$ cat src/logic/brt_pkg.sv
// Shared constants, register map and types for the rate/divider block
package brt_pkg;

    // Register byte offsets
    localparam logic [7:0] BRT_OFS_CTRL   = 8'h00;
    localparam logic [7:0] BRT_OFS_PRE_LO = 8'h04;
    localparam logic [7:0] BRT_OFS_PRE_HI = 8'h08;
    localparam logic [7:0] BRT_OFS_CMD    = 8'h0C;
    localparam logic [7:0] BRT_OFS_CLKSEL = 8'h10;
    localparam logic [7:0] BRT_OFS_STATUS = 8'h14;
    localparam logic [7:0] BRT_OFS_ISR    = 8'h18;
    localparam logic [7:0] BRT_OFS_IMR    = 8'h1C;

    // Control register fields
    localparam int BRT_CTRL_EXT_BIT  = 0;
    localparam int BRT_CTRL_MODE_LSB = 1;
    localparam int BRT_CTRL_SRC_BIT  = 3;
    localparam int BRT_CTRL_PIN_BIT  = 4;
    localparam logic [4:0] BRT_CTRL_RESET = 5'h00;

    // Command bits, status fields, event bits
    localparam int BRT_CMD_START_BIT = 0;
    localparam int BRT_CMD_STOP_BIT  = 1;
    localparam int BRT_STAT_RUN_BIT  = 16;
    localparam int BRT_STAT_OUT_BIT  = 17;
    localparam int BRT_EV_TC_BIT     = 0;
    localparam int BRT_EV_TMO_BIT    = 1;
    localparam int BRT_EV_W          = 2;

    // Clock selector codes: 0..26 standard, 27..30 extended
    localparam int         BRT_SEL_W       = 6;
    localparam int         BRT_SEL_STRIDE  = 8;
    localparam logic [5:0] BRT_SEL_STD_LAST = 6'h1A;
    localparam logic [5:0] BRT_SEL_DIVIDER = 6'h20;
    localparam logic [5:0] BRT_SEL_EXTERN  = 6'h21;
    localparam logic [5:0] BRT_SEL_RESET   = 6'h00;
    localparam logic [15:0] BRT_PRESET_RESET = 16'h0002;

    localparam int BRT_RATE_W = 13;

    typedef enum logic [1:0] {
        BRT_MODE_TIMER   = 2'b00,
        BRT_MODE_COUNTER = 2'b01,
        BRT_MODE_TIMEOUT = 2'b10
    } brt_mode_e;

    // Timing strobes handed to the four receiver/transmitter engines
    typedef struct packed {
        logic [3:0] clk16;
        logic [3:0] bit_tick;
        logic [3:0] mid_tick;
    } brt_clk_s;

    // Oscillator ticks per 16X period for a 3.6864 MHz reference, exact except codes 03, 04, 0D and 11
    function automatic logic [12:0] brt_rate_div(logic [5:0] code,
                                                 logic ext);
        logic [12:0] d;
        d = 13'h0000;
        unique case (code)
            6'h00: d = 13'h1200;
            6'h01: d = 13'h0C00;
            6'h02: d = 13'h0900;
            6'h03: d = 13'h082F;
            6'h04: d = 13'h06B1;
            6'h05: d = 13'h0600;
            6'h06: d = 13'h0480;
            6'h07: d = 13'h0300;
            6'h08: d = 13'h0240;
            6'h09: d = 13'h0200;
            6'h0A: d = 13'h0180;
            6'h0B: d = 13'h0120;
            6'h0C: d = 13'h0100;
            6'h0D: d = 13'h00DB;
            6'h0E: d = 13'h00C0;
            6'h0F: d = 13'h0090;
            6'h10: d = 13'h0080;
            6'h11: d = 13'h0073;
            6'h12: d = 13'h0060;
            6'h13: d = 13'h0040;
            6'h14: d = 13'h0030;
            6'h15: d = 13'h0020;
            6'h16: d = 13'h0018;
            6'h17: d = 13'h0010;
            6'h18: d = 13'h000C;
            6'h19: d = 13'h0008;
            6'h1A: d = 13'h0006;
            6'h1B: d = ext ? 13'h0004 : 13'h0000;
            6'h1C: d = ext ? 13'h0003 : 13'h0000;
            6'h1D: d = ext ? 13'h0002 : 13'h0000;
            6'h1E: d = ext ? 13'h0001 : 13'h0000;
            default: d = 13'h0000;
        endcase
        return d;
    endfunction

endpackage

$ cat src/logic/brt_timing.sv
// Rate generator, 16-bit divider and four clock selectors with APB access
`timescale 1ns/1ns
module brt_timing
#(
    parameter int DIV_WIDTH = 16
)
(
    input  wire logic                 pclk,
    input  wire logic                 presetn,
    input  wire logic                 psel,
    input  wire logic                 penable,
    input  wire logic                 pwrite,
    input  wire logic [7:0]           paddr,
    input  wire logic [31:0]          pwdata,
    output logic      [31:0]          prdata,
    output logic                      pready,
    output logic                      pslverr,
    input  wire logic                 oscillator_input,
    input  wire logic                 input_port_bit_two,
    input  wire logic [3:0]           ext_timing_in,
    input  wire logic                 rx_char_strobe,
    output brt_pkg::brt_clk_s         chan_clk,
    output logic                      divider_pin,
    output logic                      irq
);
    import brt_pkg::*;

    if (DIV_WIDTH != 16)
    begin : g_chk
        $error("DIV_WIDTH must be 16 to match two preset bytes");
    end

    // ------------------------------------------------------------
    // Bus decode
    // ------------------------------------------------------------
    wire logic setup_ph = psel & ~penable;
    wire logic access   = psel & penable;
    wire logic wr_en    = access & pwrite;
    wire logic hit_ctrl = paddr == BRT_OFS_CTRL;
    wire logic hit_lo   = paddr == BRT_OFS_PRE_LO;
    wire logic hit_hi   = paddr == BRT_OFS_PRE_HI;
    wire logic hit_cmd  = paddr == BRT_OFS_CMD;
    wire logic hit_sel  = paddr == BRT_OFS_CLKSEL;
    wire logic hit_stat = paddr == BRT_OFS_STATUS;
    wire logic hit_isr  = paddr == BRT_OFS_ISR;
    wire logic hit_imr  = paddr == BRT_OFS_IMR;
    wire logic mapped   = hit_ctrl | hit_lo | hit_hi | hit_cmd
                        | hit_sel | hit_stat | hit_isr | hit_imr;

    assign pready  = 1'b1;
    assign pslverr = access & ~mapped;

    // ------------------------------------------------------------
    // Software registers
    // ------------------------------------------------------------
    logic [4:0]           ctrl_q;
    logic [7:0]           pre_lo_q;
    logic [7:0]           pre_hi_q;
    logic [4*BRT_SEL_W-1:0] sel_q;
    logic [BRT_EV_W-1:0]  isr_q;
    logic [BRT_EV_W-1:0]  imr_q;
    logic [31:0]          prdata_q;

    wire logic      ext_mode = ctrl_q[BRT_CTRL_EXT_BIT];
    wire brt_mode_e mode     = brt_mode_e'(ctrl_q[BRT_CTRL_MODE_LSB+:2]);
    wire logic      src_ext  = ctrl_q[BRT_CTRL_SRC_BIT];
    wire logic      pin_en   = ctrl_q[BRT_CTRL_PIN_BIT];

    wire logic cmd_start = wr_en & hit_cmd & pwdata[BRT_CMD_START_BIT];
    wire logic cmd_stop  = wr_en & hit_cmd & pwdata[BRT_CMD_STOP_BIT];

    wire logic [15:0] preset = {pre_hi_q, pre_lo_q};

    always_ff @(posedge pclk or negedge presetn)
    begin
        if (!presetn)
        begin
            ctrl_q   <= BRT_CTRL_RESET;
            pre_lo_q <= BRT_PRESET_RESET[7:0];
            pre_hi_q <= BRT_PRESET_RESET[15:8];
            sel_q    <= {4{BRT_SEL_RESET}};
            imr_q    <= '0;
        end
        else if (wr_en)
        begin
            if (hit_ctrl)
                ctrl_q <= pwdata[4:0];
            if (hit_lo)
                pre_lo_q <= pwdata[7:0];
            if (hit_hi)
                pre_hi_q <= pwdata[7:0];
            if (hit_sel)
                for (int i = 0; i < 4; i++)
                    sel_q[i*BRT_SEL_W+:BRT_SEL_W] <=
                        pwdata[i*BRT_SEL_STRIDE+:BRT_SEL_W];
            if (hit_imr)
                imr_q <= pwdata[BRT_EV_W-1:0];
        end
    end

    // ------------------------------------------------------------
    // Input edges
    // ------------------------------------------------------------
    logic       osc_q;
    logic       ip2_q;
    logic [3:0] ext_q;

    always_ff @(posedge pclk or negedge presetn)
    begin
        if (!presetn)
        begin
            // Port bit two and external pins idle high on their pull-ups: no false edge after reset; oscillator register resets low
            osc_q <= 1'b0;
            ip2_q <= 1'b1;
            ext_q <= 4'hF;
        end
        else
        begin
            osc_q <= oscillator_input;
            ip2_q <= input_port_bit_two;
            ext_q <= ext_timing_in;
        end
    end

    wire logic       osc_tick = oscillator_input & ~osc_q;
    wire logic       ip2_tick = input_port_bit_two & ~ip2_q;
    wire logic [3:0] ext_tick = ext_timing_in & ~ext_q;

    // ------------------------------------------------------------
    // Programmable divider
    // ------------------------------------------------------------
    logic [DIV_WIDTH-1:0] cnt_q;
    logic                 run_q;
    logic                 out_q;
    logic                 div_tick_q;

    wire logic div_src  = src_ext ? ip2_tick : osc_tick;
    wire logic terminal = cnt_q <= DIV_WIDTH'(1);
    wire logic step     = run_q & div_src;
    wire logic is_timer = mode != BRT_MODE_COUNTER
                        && mode != BRT_MODE_TIMEOUT;
    wire logic ev_tc    = step & terminal
                        & (is_timer ? out_q
                                    : mode == BRT_MODE_COUNTER);
    wire logic ev_tmo   = step & terminal & (mode == BRT_MODE_TIMEOUT);
    wire logic tmo_kick = run_q & rx_char_strobe
                        & (mode == BRT_MODE_TIMEOUT);

    always_ff @(posedge pclk or negedge presetn)
    begin
        if (!presetn)
        begin
            cnt_q      <= '0;
            run_q      <= 1'b0;
            out_q      <= 1'b0;
            div_tick_q <= 1'b0;
        end
        else
        begin
            div_tick_q <= 1'b0;
            if (cmd_stop)
                run_q <= 1'b0;
            else if (cmd_start)
            begin
                cnt_q <= preset;
                run_q <= 1'b1;
                out_q <= 1'b1;
            end
            else if (tmo_kick)
                cnt_q <= preset;
            else if (step)
            begin
                if (!terminal)
                    cnt_q <= cnt_q - DIV_WIDTH'(1);
                else if (is_timer)
                begin
                    cnt_q      <= preset;
                    out_q      <= ~out_q;
                    div_tick_q <= ~out_q;
                end
                else
                begin
                    run_q <= 1'b0;
                    out_q <= 1'b0;
                end
            end
        end
    end

    assign divider_pin = out_q & pin_en;

    // ------------------------------------------------------------
    // Interrupt status, set wins over clear
    // ------------------------------------------------------------
    wire logic [BRT_EV_W-1:0] ev_set = {ev_tmo, ev_tc};
    wire logic [BRT_EV_W-1:0] w1c    = (wr_en & hit_isr)
                                     ? pwdata[BRT_EV_W-1:0] : '0;
    wire logic [BRT_EV_W-1:0] clr    = w1c | {BRT_EV_W{cmd_stop}};

    always_ff @(posedge pclk or negedge presetn)
    begin
        if (!presetn)
            isr_q <= '0;
        else
            isr_q <= (isr_q & ~clr) | ev_set;
    end

    assign irq = |(isr_q & imr_q);

    // ------------------------------------------------------------
    // Clock selectors and divide-by-sixteen
    // ------------------------------------------------------------
    logic [3:0] clk16_q;
    logic [3:0] bit_q;
    logic [3:0] mid_q;

    for (genvar g = 0; g < 4; g++)
    begin : g_sel
        logic [BRT_RATE_W-1:0] rate_q;
        logic [3:0]            sub_q;

        wire logic [5:0] code = sel_q[g*BRT_SEL_W+:BRT_SEL_W];
        wire logic [BRT_RATE_W-1:0] div =
            brt_rate_div(code, ext_mode);
        wire logic gen_hit = osc_tick && div != '0
                          && rate_q >= div - BRT_RATE_W'(1);
        wire logic tick16 = (code == BRT_SEL_DIVIDER) ? div_tick_q
                          : (code == BRT_SEL_EXTERN)  ? ext_tick[g]
                          : gen_hit;

        always_ff @(posedge pclk or negedge presetn)
        begin
            if (!presetn)
            begin
                rate_q     <= '0;
                sub_q      <= 4'h0;
                clk16_q[g] <= 1'b0;
                bit_q[g]   <= 1'b0;
                mid_q[g]   <= 1'b0;
            end
            else
            begin
                if (gen_hit || div == '0)
                    rate_q <= '0;
                else if (osc_tick)
                    rate_q <= rate_q + BRT_RATE_W'(1);
                if (tick16)
                    sub_q <= sub_q + 4'h1;
                clk16_q[g] <= tick16;
                bit_q[g]   <= tick16 && sub_q == 4'hF;
                mid_q[g]   <= tick16 && sub_q == 4'h7;
            end
        end
    end

    assign chan_clk.clk16    = clk16_q;
    assign chan_clk.bit_tick = bit_q;
    assign chan_clk.mid_tick = mid_q;

    // ------------------------------------------------------------
    // Read data, captured in the setup phase
    // ------------------------------------------------------------
    logic [31:0] rd_mux;

    always_comb
    begin
        rd_mux = 32'h0000_0000;
        if (hit_ctrl)
            rd_mux = {27'h0, ctrl_q};
        if (hit_lo)
            rd_mux = {24'h0, is_timer ? pre_lo_q : cnt_q[7:0]};
        if (hit_hi)
            rd_mux = {24'h0, is_timer ? pre_hi_q : cnt_q[15:8]};
        if (hit_sel)
            for (int i = 0; i < 4; i++)
                rd_mux[i*BRT_SEL_STRIDE+:BRT_SEL_W] =
                    sel_q[i*BRT_SEL_W+:BRT_SEL_W];
        if (hit_stat)
            rd_mux = {14'h0, out_q, run_q, cnt_q};
        if (hit_isr)
            rd_mux = {30'h0, isr_q};
        if (hit_imr)
            rd_mux = {30'h0, imr_q};
    end

    always_ff @(posedge pclk or negedge presetn)
    begin
        if (!presetn)
            prdata_q <= 32'h0000_0000;
        else if (setup_ph && !pwrite)
            prdata_q <= rd_mux;
    end

    assign prdata = prdata_q;

endmodule

$ cat config.mk
export PLATFORM = sky130hd
export DESIGN_NAME = brt_timing
export DESIGN_NICKNAME = d
export VERILOG_FILES = /design/src/logic/brt_pkg.sv /design/src/logic/brt_timing.sv
export SDC_FILE = /design/constraint.sdc
export NUM_CORES = 1
export LEC_CHECK = 0
export ABC_CLOCK_PERIOD_IN_PS = 11990
export BUFFER_PORTS_ARGS = -buffer_cell sky130_fd_sc_hd__buf_2
export CORE_MARGIN = 2
export CORE_UTILIZATION = 58
export CTS_BUF_LIST = sky130_fd_sc_hd__clkbuf_4
export CTS_CLUSTER_SIZE = 40
export DETAILED_ROUTE_END_ITERATION = 7
export PLACE_DENSITY = 0.77
export SETUP_SLACK_MARGIN = 0.3
export SYNTH_ARGS = -nofsm -noshare
export SYNTH_HDL_FRONTEND = slang
export SYNTH_SLANG_ARGS = --single-unit
$ cat constraint.sdc
create_clock -name pclk -period 11.99 [get_ports pclk]
set_input_delay 2.398 -clock pclk [delete_from_list [all_inputs] [get_ports pclk]]
set_output_delay 2.398 -clock pclk [all_outputs]
set_load 0.02 [all_outputs]
# --- Word level (Yosys, flattened, before mapping) ---
# Cells that the tools add are included.
word_totals:
  reg_bits: 186
  latchBits: 0
  ram_bits: 0
  mem_bits_ro: 0
  input_bits: 52
  word_cells: 354
  n_memories: 0
classes:
  add_sub_neg: 13
  mul: 0
  div_mod_pow: 0
  n_lt_le_gt_ge: 5
  eq_ne: 151
  shift: 0
  mux: 60
  bitwise_logic: 37
  n_reduce_logical: 54
op_table:
  columns: ["op", "n"]
  rows:
  - ["one-hot mux 13 bit (31 select lines)", 4]
  - ["== test 6 x 5 -> 1 bit, second input constant", 60]
  - ["== test 6 x 4 -> 1 bit, second input constant", 32]
  - ["two-way mux 32 bit", 5]
  - ["two-way mux 13 bit", 8]
  - ["== test 6 x 3 -> 1 bit, second input constant", 16]
  - ["two-way mux 16 bit", 5]
  - ["adder 13 x 1 -> 13 bit, second input constant", 4]
  - [">= comparator 13 bit", 4]
  - ["zero test 13 bit", 4]
  - ["nonzero test 13 bit", 4]
  - ["subtractor 13 x 1 -> 13 bit, second input constant", 4]
  - ["== test 6 x 2 -> 1 bit, second input constant", 8]
  - ["== test 6 bit, second input constant", 8]
  - ["== test 8 x 5 -> 1 bit, second input constant", 4]
  - ["two-way mux 1 bit", 27]
  - ["== test 6 x 1 -> 1 bit, second input constant", 4]
  - ["zero test 6 bit", 4]
  - ["two-way mux 6 bit", 4]
  - ["logical AND 1 bit", 18]
  - ["AND 1 bit", 17]
  - ["adder 4 x 1 -> 4 bit, second input constant", 4]
  - ["== test 4 x 3 -> 1 bit, second input constant", 4]
  - ["== test 4 bit, second input constant", 4]
  - ["30 further kinds", 64]

# --- Longest topological paths before layout ---
logic_depth:
  word_depth: 10
  mapped_depth: 22

# --- Least setup slack after synthesis ---
# No wires, ideal clock.
synth_path:
  path_kind: "input-to-output"
  startpoint: "in paddr[5]"
  endpoint: "out pslverr"
  arrival_time_ns: 2.808
  t_required_ns: 9.592
  path_slack_ns: 6.784
  path_stages: 2
  n_path_buf: 0
  path_cell_list: "nor3_1 -> a21oi_1"
synth_between:
  elab_chain_cells: 10
  word_cells_on_any_way: 17
  cone_classes: "eq/ne: 7; bitwise: 9; reduce/logical: 1"
synth_lines:
  columns: ["item", "line", "source"]
  rows:
  - ["from (decl)", "brt_timing.sv:13", "input wire logic [7:0] paddr,"]
  - ["== test 8 x 3 -> 1 bit or zero test 8 bit (tied branches)", "brt_timing.sv:40, brt_timing.sv:39", null]
  - ["bitwise OR 1 bit (3 in series)", "brt_timing.sv:47", "wire logic mapped = hit_ctrl | hit_lo | hit_hi | hit_cmd"]
  - ["bitwise OR 1 bit (3 in series)", "brt_timing.sv:48", "| hit_sel | hit_stat | hit_isr | hit_imr;"]
  - ["bitwise OR 1 bit (*)", "brt_timing.sv:48", null]
  - ["inverter 1 bit (*)", "brt_timing.sv:51", "assign pslverr = access & ~mapped;"]
  - ["AND 1 bit (*)", "brt_timing.sv:51", null]
  - ["to (decl)", "brt_timing.sv:17", "output logic pslverr,"]
# Every way passes the cells marked *; elsewhere a longest branch is shown, timed or not.

# --- Worst setup path after layout ---
layout_path:
  startpoint: "in paddr[1]"
  endpoint: "out pslverr"
# Same word-level chain as after synthesis.

==> metrics.yaml <==
global_routing:
  track_usage: 0.2771
  grt_pass1_wl_um: 54070
  first_global_vias: 10860
  grt_max_degree: 92
  grt_antenna_before_repair: 2
  grt_overflow: 0
worst_setup_path:
  critPathMaxFanout: 3
  worst_setup_path_start_kind: "input pin"
  critPathKind: "in -> out"
  reg2reg_depth: 17
  arrival_ns: 3.04
  crit_required_ns: 9.59
  reg2reg_slack_ns: 6.71
  cp-end-kind: "output pin"
  reg2reg_from: "sel_q[13]"
  startpoint: "paddr[1]"
  crit_path_end: "pslverr"
  r2r-end: "g_sel[2].rate_q[0]"
route:
  drc: 0
  vias: 11540
  wl_met3_um: 1702
  ant_nets: 0
  wire_per_inst_um: 17.45
  top_layer_used: "met4"
  drtIter0Drc: 793
  wirelength_um: 31860
  wl_met1_um: 14490
  drt_first_pass_iters: 6
  wl_met2_um: 14990
  viasPerCell: 6.317
power:
  p_int_w: 0.0008477
  peakVddDrop_uv: 67.57
  comb_power_share: 0.166
  p_sw_w: 0.0004381
  netSwitchingFraction: 0.3407
  clockPowerShare: 0.280
  p_leak_nw: 6.257
  power_density_nw_per_um2: 93.75
  p_seq_frac: 0.554
placement:
  dp_hpwl_um: 23010
  io_buffers: 88
  gp_congestion: 0.9578
  placed_cell_area_sq_um: 13410
synth:
  synth_fa_ha_area_frac: 0.06567
  syn_inst: 1503
  synth_top_area_share: 0.3399
  yosysTopAreaCell: "dfrtp_1"
  synth_top_family_by_area: "simple AND/OR/NAND/NOR gates"
  ys_types: 100
  synth_area_leaders: "dfrtp_1 34%, ha_1 6.6%, nand2_1 4.6%, mux2_2 4.4%, o21ai_0 4.4%"
  syn_area_sq_um: 12960
  synth_compound_area_frac: 0.2066
  yosys_warnings: 0
  synth.area.mux_share: 0.05340
  ys.flop_type: "dfrtp_1"
  synth-seq-cells: 182
  synth-async-reset-ratio: 1.000
  synth-edff-count: 0
  seq_area_frac_synth: 0.3521
  synth_xor_area_frac: 0.03650
  syn_area_per_cell_sq_um: 8.620
  synth-simple-area-share: 0.2408
timing:
  setup_viol: 0
  skew_ns: 0.03684
  layout_min_cycle_time_ns: 5.441
  worst_pin_slew_ns: 1.078
  timing.final.crit_share: 0.4538
  fmax_ghz: 0.1838
  fin_tns_setup_ns: 0
  hold_violations: 0
  final_max_slew_viol_count: 0
  rsz0062_at_grt: "no"
  max-slew-margin-rel: 0.2797
clock_network:
  ctsHoldBuffers: 0
  cts_buffers: 17
  clock-sinks: 182
  clk_pin_slew_worst_paths_ns: 0.17
  post_cts_resized: 0
  cts-htree-levels: 4
  root_buffer: "clkbuf_4"
  tritoncts: "done"
  clock_latency_ns: 0.64
  postCtsSetupRepairBufs: 0
  cts_max_path_buffers: 2
floorplan:
  die-area_sq_um: 23550
  start_util: 0.5918
  num_rows: 54
  fp.dieW_um: 153.5
  fp.dieH_um: 153.5
  io_pins: 100
  core_area_sq_um: 21890
job:
  cap_violations: 0
final_layout:
  drive_gt1_frac: 0.1464
  area_delta_synth_final_pct: 5.862
  post-route-util: 0.6265
  num-nets-final: 1651
  fin_area_sq_um: 13720
run_status:
  outcome: "completed"
hold_path:
  hp-class: "reg -> reg"
## cell families (layout without fill, tap and decap cells)
| kind of cell | Yosys count | count (layout) |
|---|---|---|
| DFF | 182 | 182 |
| other | 2 | 7 |
| and+or+nand+nor | 595 | 595 |
| AOI/OAI and AO/OA | 411 | 411 |
| muxes | 62 | 62 |
| buffers and inverters | 129 | 167 |
| adders and majority gates | 68 | 68 |
| xor gates and xnor gates | 54 | 54 |
## state kept, by name, summed over array words and instances (netlist names), 2 cells and up
name,count
isr_q,2
ext_q,4
g_sel.rate_q,52
pre_hi_q,8
pre_lo_q,8
sel_q,24
cnt_q,16
prdata,28
chan_clk,12
ctrl_q,5
imr_q,2
g_sel.sub_q,16
## worst max-delay path, stage by stage
cell and delay [ns]:
buf_2 0.11, nor2_1 0.26, a21oi_1 0.10, buf_2 0.17
## stage by stage
| stage | power [W] | std cells | setup WS, ns | hold WS (ns) |
|---|---|---|---|---|
| global route | 0.001360 | 1826 | 6.277 | 0.5210 |
| CTS | 0.001292 | 1824 | 6.552 | 0.4849 |
| global placement | 0.0009255 | 1792 | 6.545 | 0.4560 |
| detailed placement | 0.0009356 | 1792 | 6.550 | 0.4621 |
| finish | 0.001286 | 1826 | 6.549 | 0.4782 |
| floorplan | 0.0008636 | 1506 | 6.784 | 0.4378 |
## cells in the final DEF (no fill, tap or decap), drive strengths merged, types with 11 or more instances in the layout
cell and count:
and3 29, xor2 19, o21ai 131, a22o 16, nor3b 15, nor2b 28, or3 16, clkbuf 18
mux2 54, a21o 11, nand4 22, nand3 39, nand2 160, inv 45, a31oi 18, and2 11
a21oi 95, xnor2 35, nor4 17, a22oi 16, nand2b 32, dfrtp 176, a211oi 19, ha 68
buf 96, nor2 136, o22ai 12, nor3 40
## cell type report
cell class                      count  area (sq um)
Multi-Input combinational cell   1195          7835
Antenna cell                        2         5.005
Clock inverter                     15         176.4
Fill cell                        1936          8175
Tap cell                          280         350.3
Clock buffer                       17         127.6
Inverter                           38         142.6
Timing Repair Buffer               97         516.7
Sequential cell                   182          4562
## power by group through the flow
| stage | clock [W] | sequential, W | combinational, W |
|---|---|---|---|
| 3_5_place_dp | 0 | 0.000723 | 0.000213 |
| 6_report | 0.000360 | 0.000713 | 0.000213 |
| 5_1_grt | 0.000390 | 0.000722 | 0.000247 |
| 2_1_floorplan | 0 | 0.000705 | 0.000159 |
| 4_1_cts | 0.000366 | 0.000712 | 0.000214 |
| 3_3_place_gp | 0 | 0.000722 | 0.000204 |
## metal layers
| layer | vias up | global-route usage |
|---|---|---|
| met5 | - | 0 |
| met4 | 0 | 0.08650 |
| met3 | 54 | 0.03799 |
| met2 | 394 | 0.4490 |
| met1 | 5556 | 0.3879 |
| li1 | 5531 | - |
## cell usage after synthesis, types with 6 or more instances
cell	number
o22ai_1	12
nand3b_1	10
buf_1	9
nor4_1	13
nor3b_1	15
nand3_1	38
nand2b_1	32
o21ai_0	113
nor2b_1	28
dfstp_2	6
mux2_2	51
a31oi_1	18
and2_1	10
and3_1	28
a211oi_1	19
nand2_1	159
mux2i_1	8
a22o_1	16
a221oi_1	9
buf_4	11
nor2_1	135
a22oi_1	16
or2_2	8
xnor2_1	35
xor2_1	19
ha_1	68
or3_1	16
nor3_1	38
o21a_1	8
dfrtp_1	176
nand4_1	22
clkbuf_1	51
a21o_1	11
a21oi_1	93
o21ai_1	15
buf_2	16
inv_1	38
## how the worst min path moves through the flow
stage / cells after the start / end / slack, ns / startpoint
6_report: 1 / chan_clk[0] / 0.48 / g_sel[0].sub_q[3]
5_1_grt: 1 / chan_clk[3] / 0.52 / g_sel[3].sub_q[3]
4_1_cts: 1 / chan_clk[0] / 0.48 / g_sel[0].sub_q[3]
3_5_place_dp: 1 / chan_clk[0] / 0.46 / g_sel[0].sub_q[3]
3_3_place_gp: 1 / chan_clk[0] / 0.46 / g_sel[0].sub_q[3]
2_1_floorplan: 1 / chan_clk[1] / 0.44 / g_sel[1].sub_q[3]
Power figures use the tool's default switching activity.
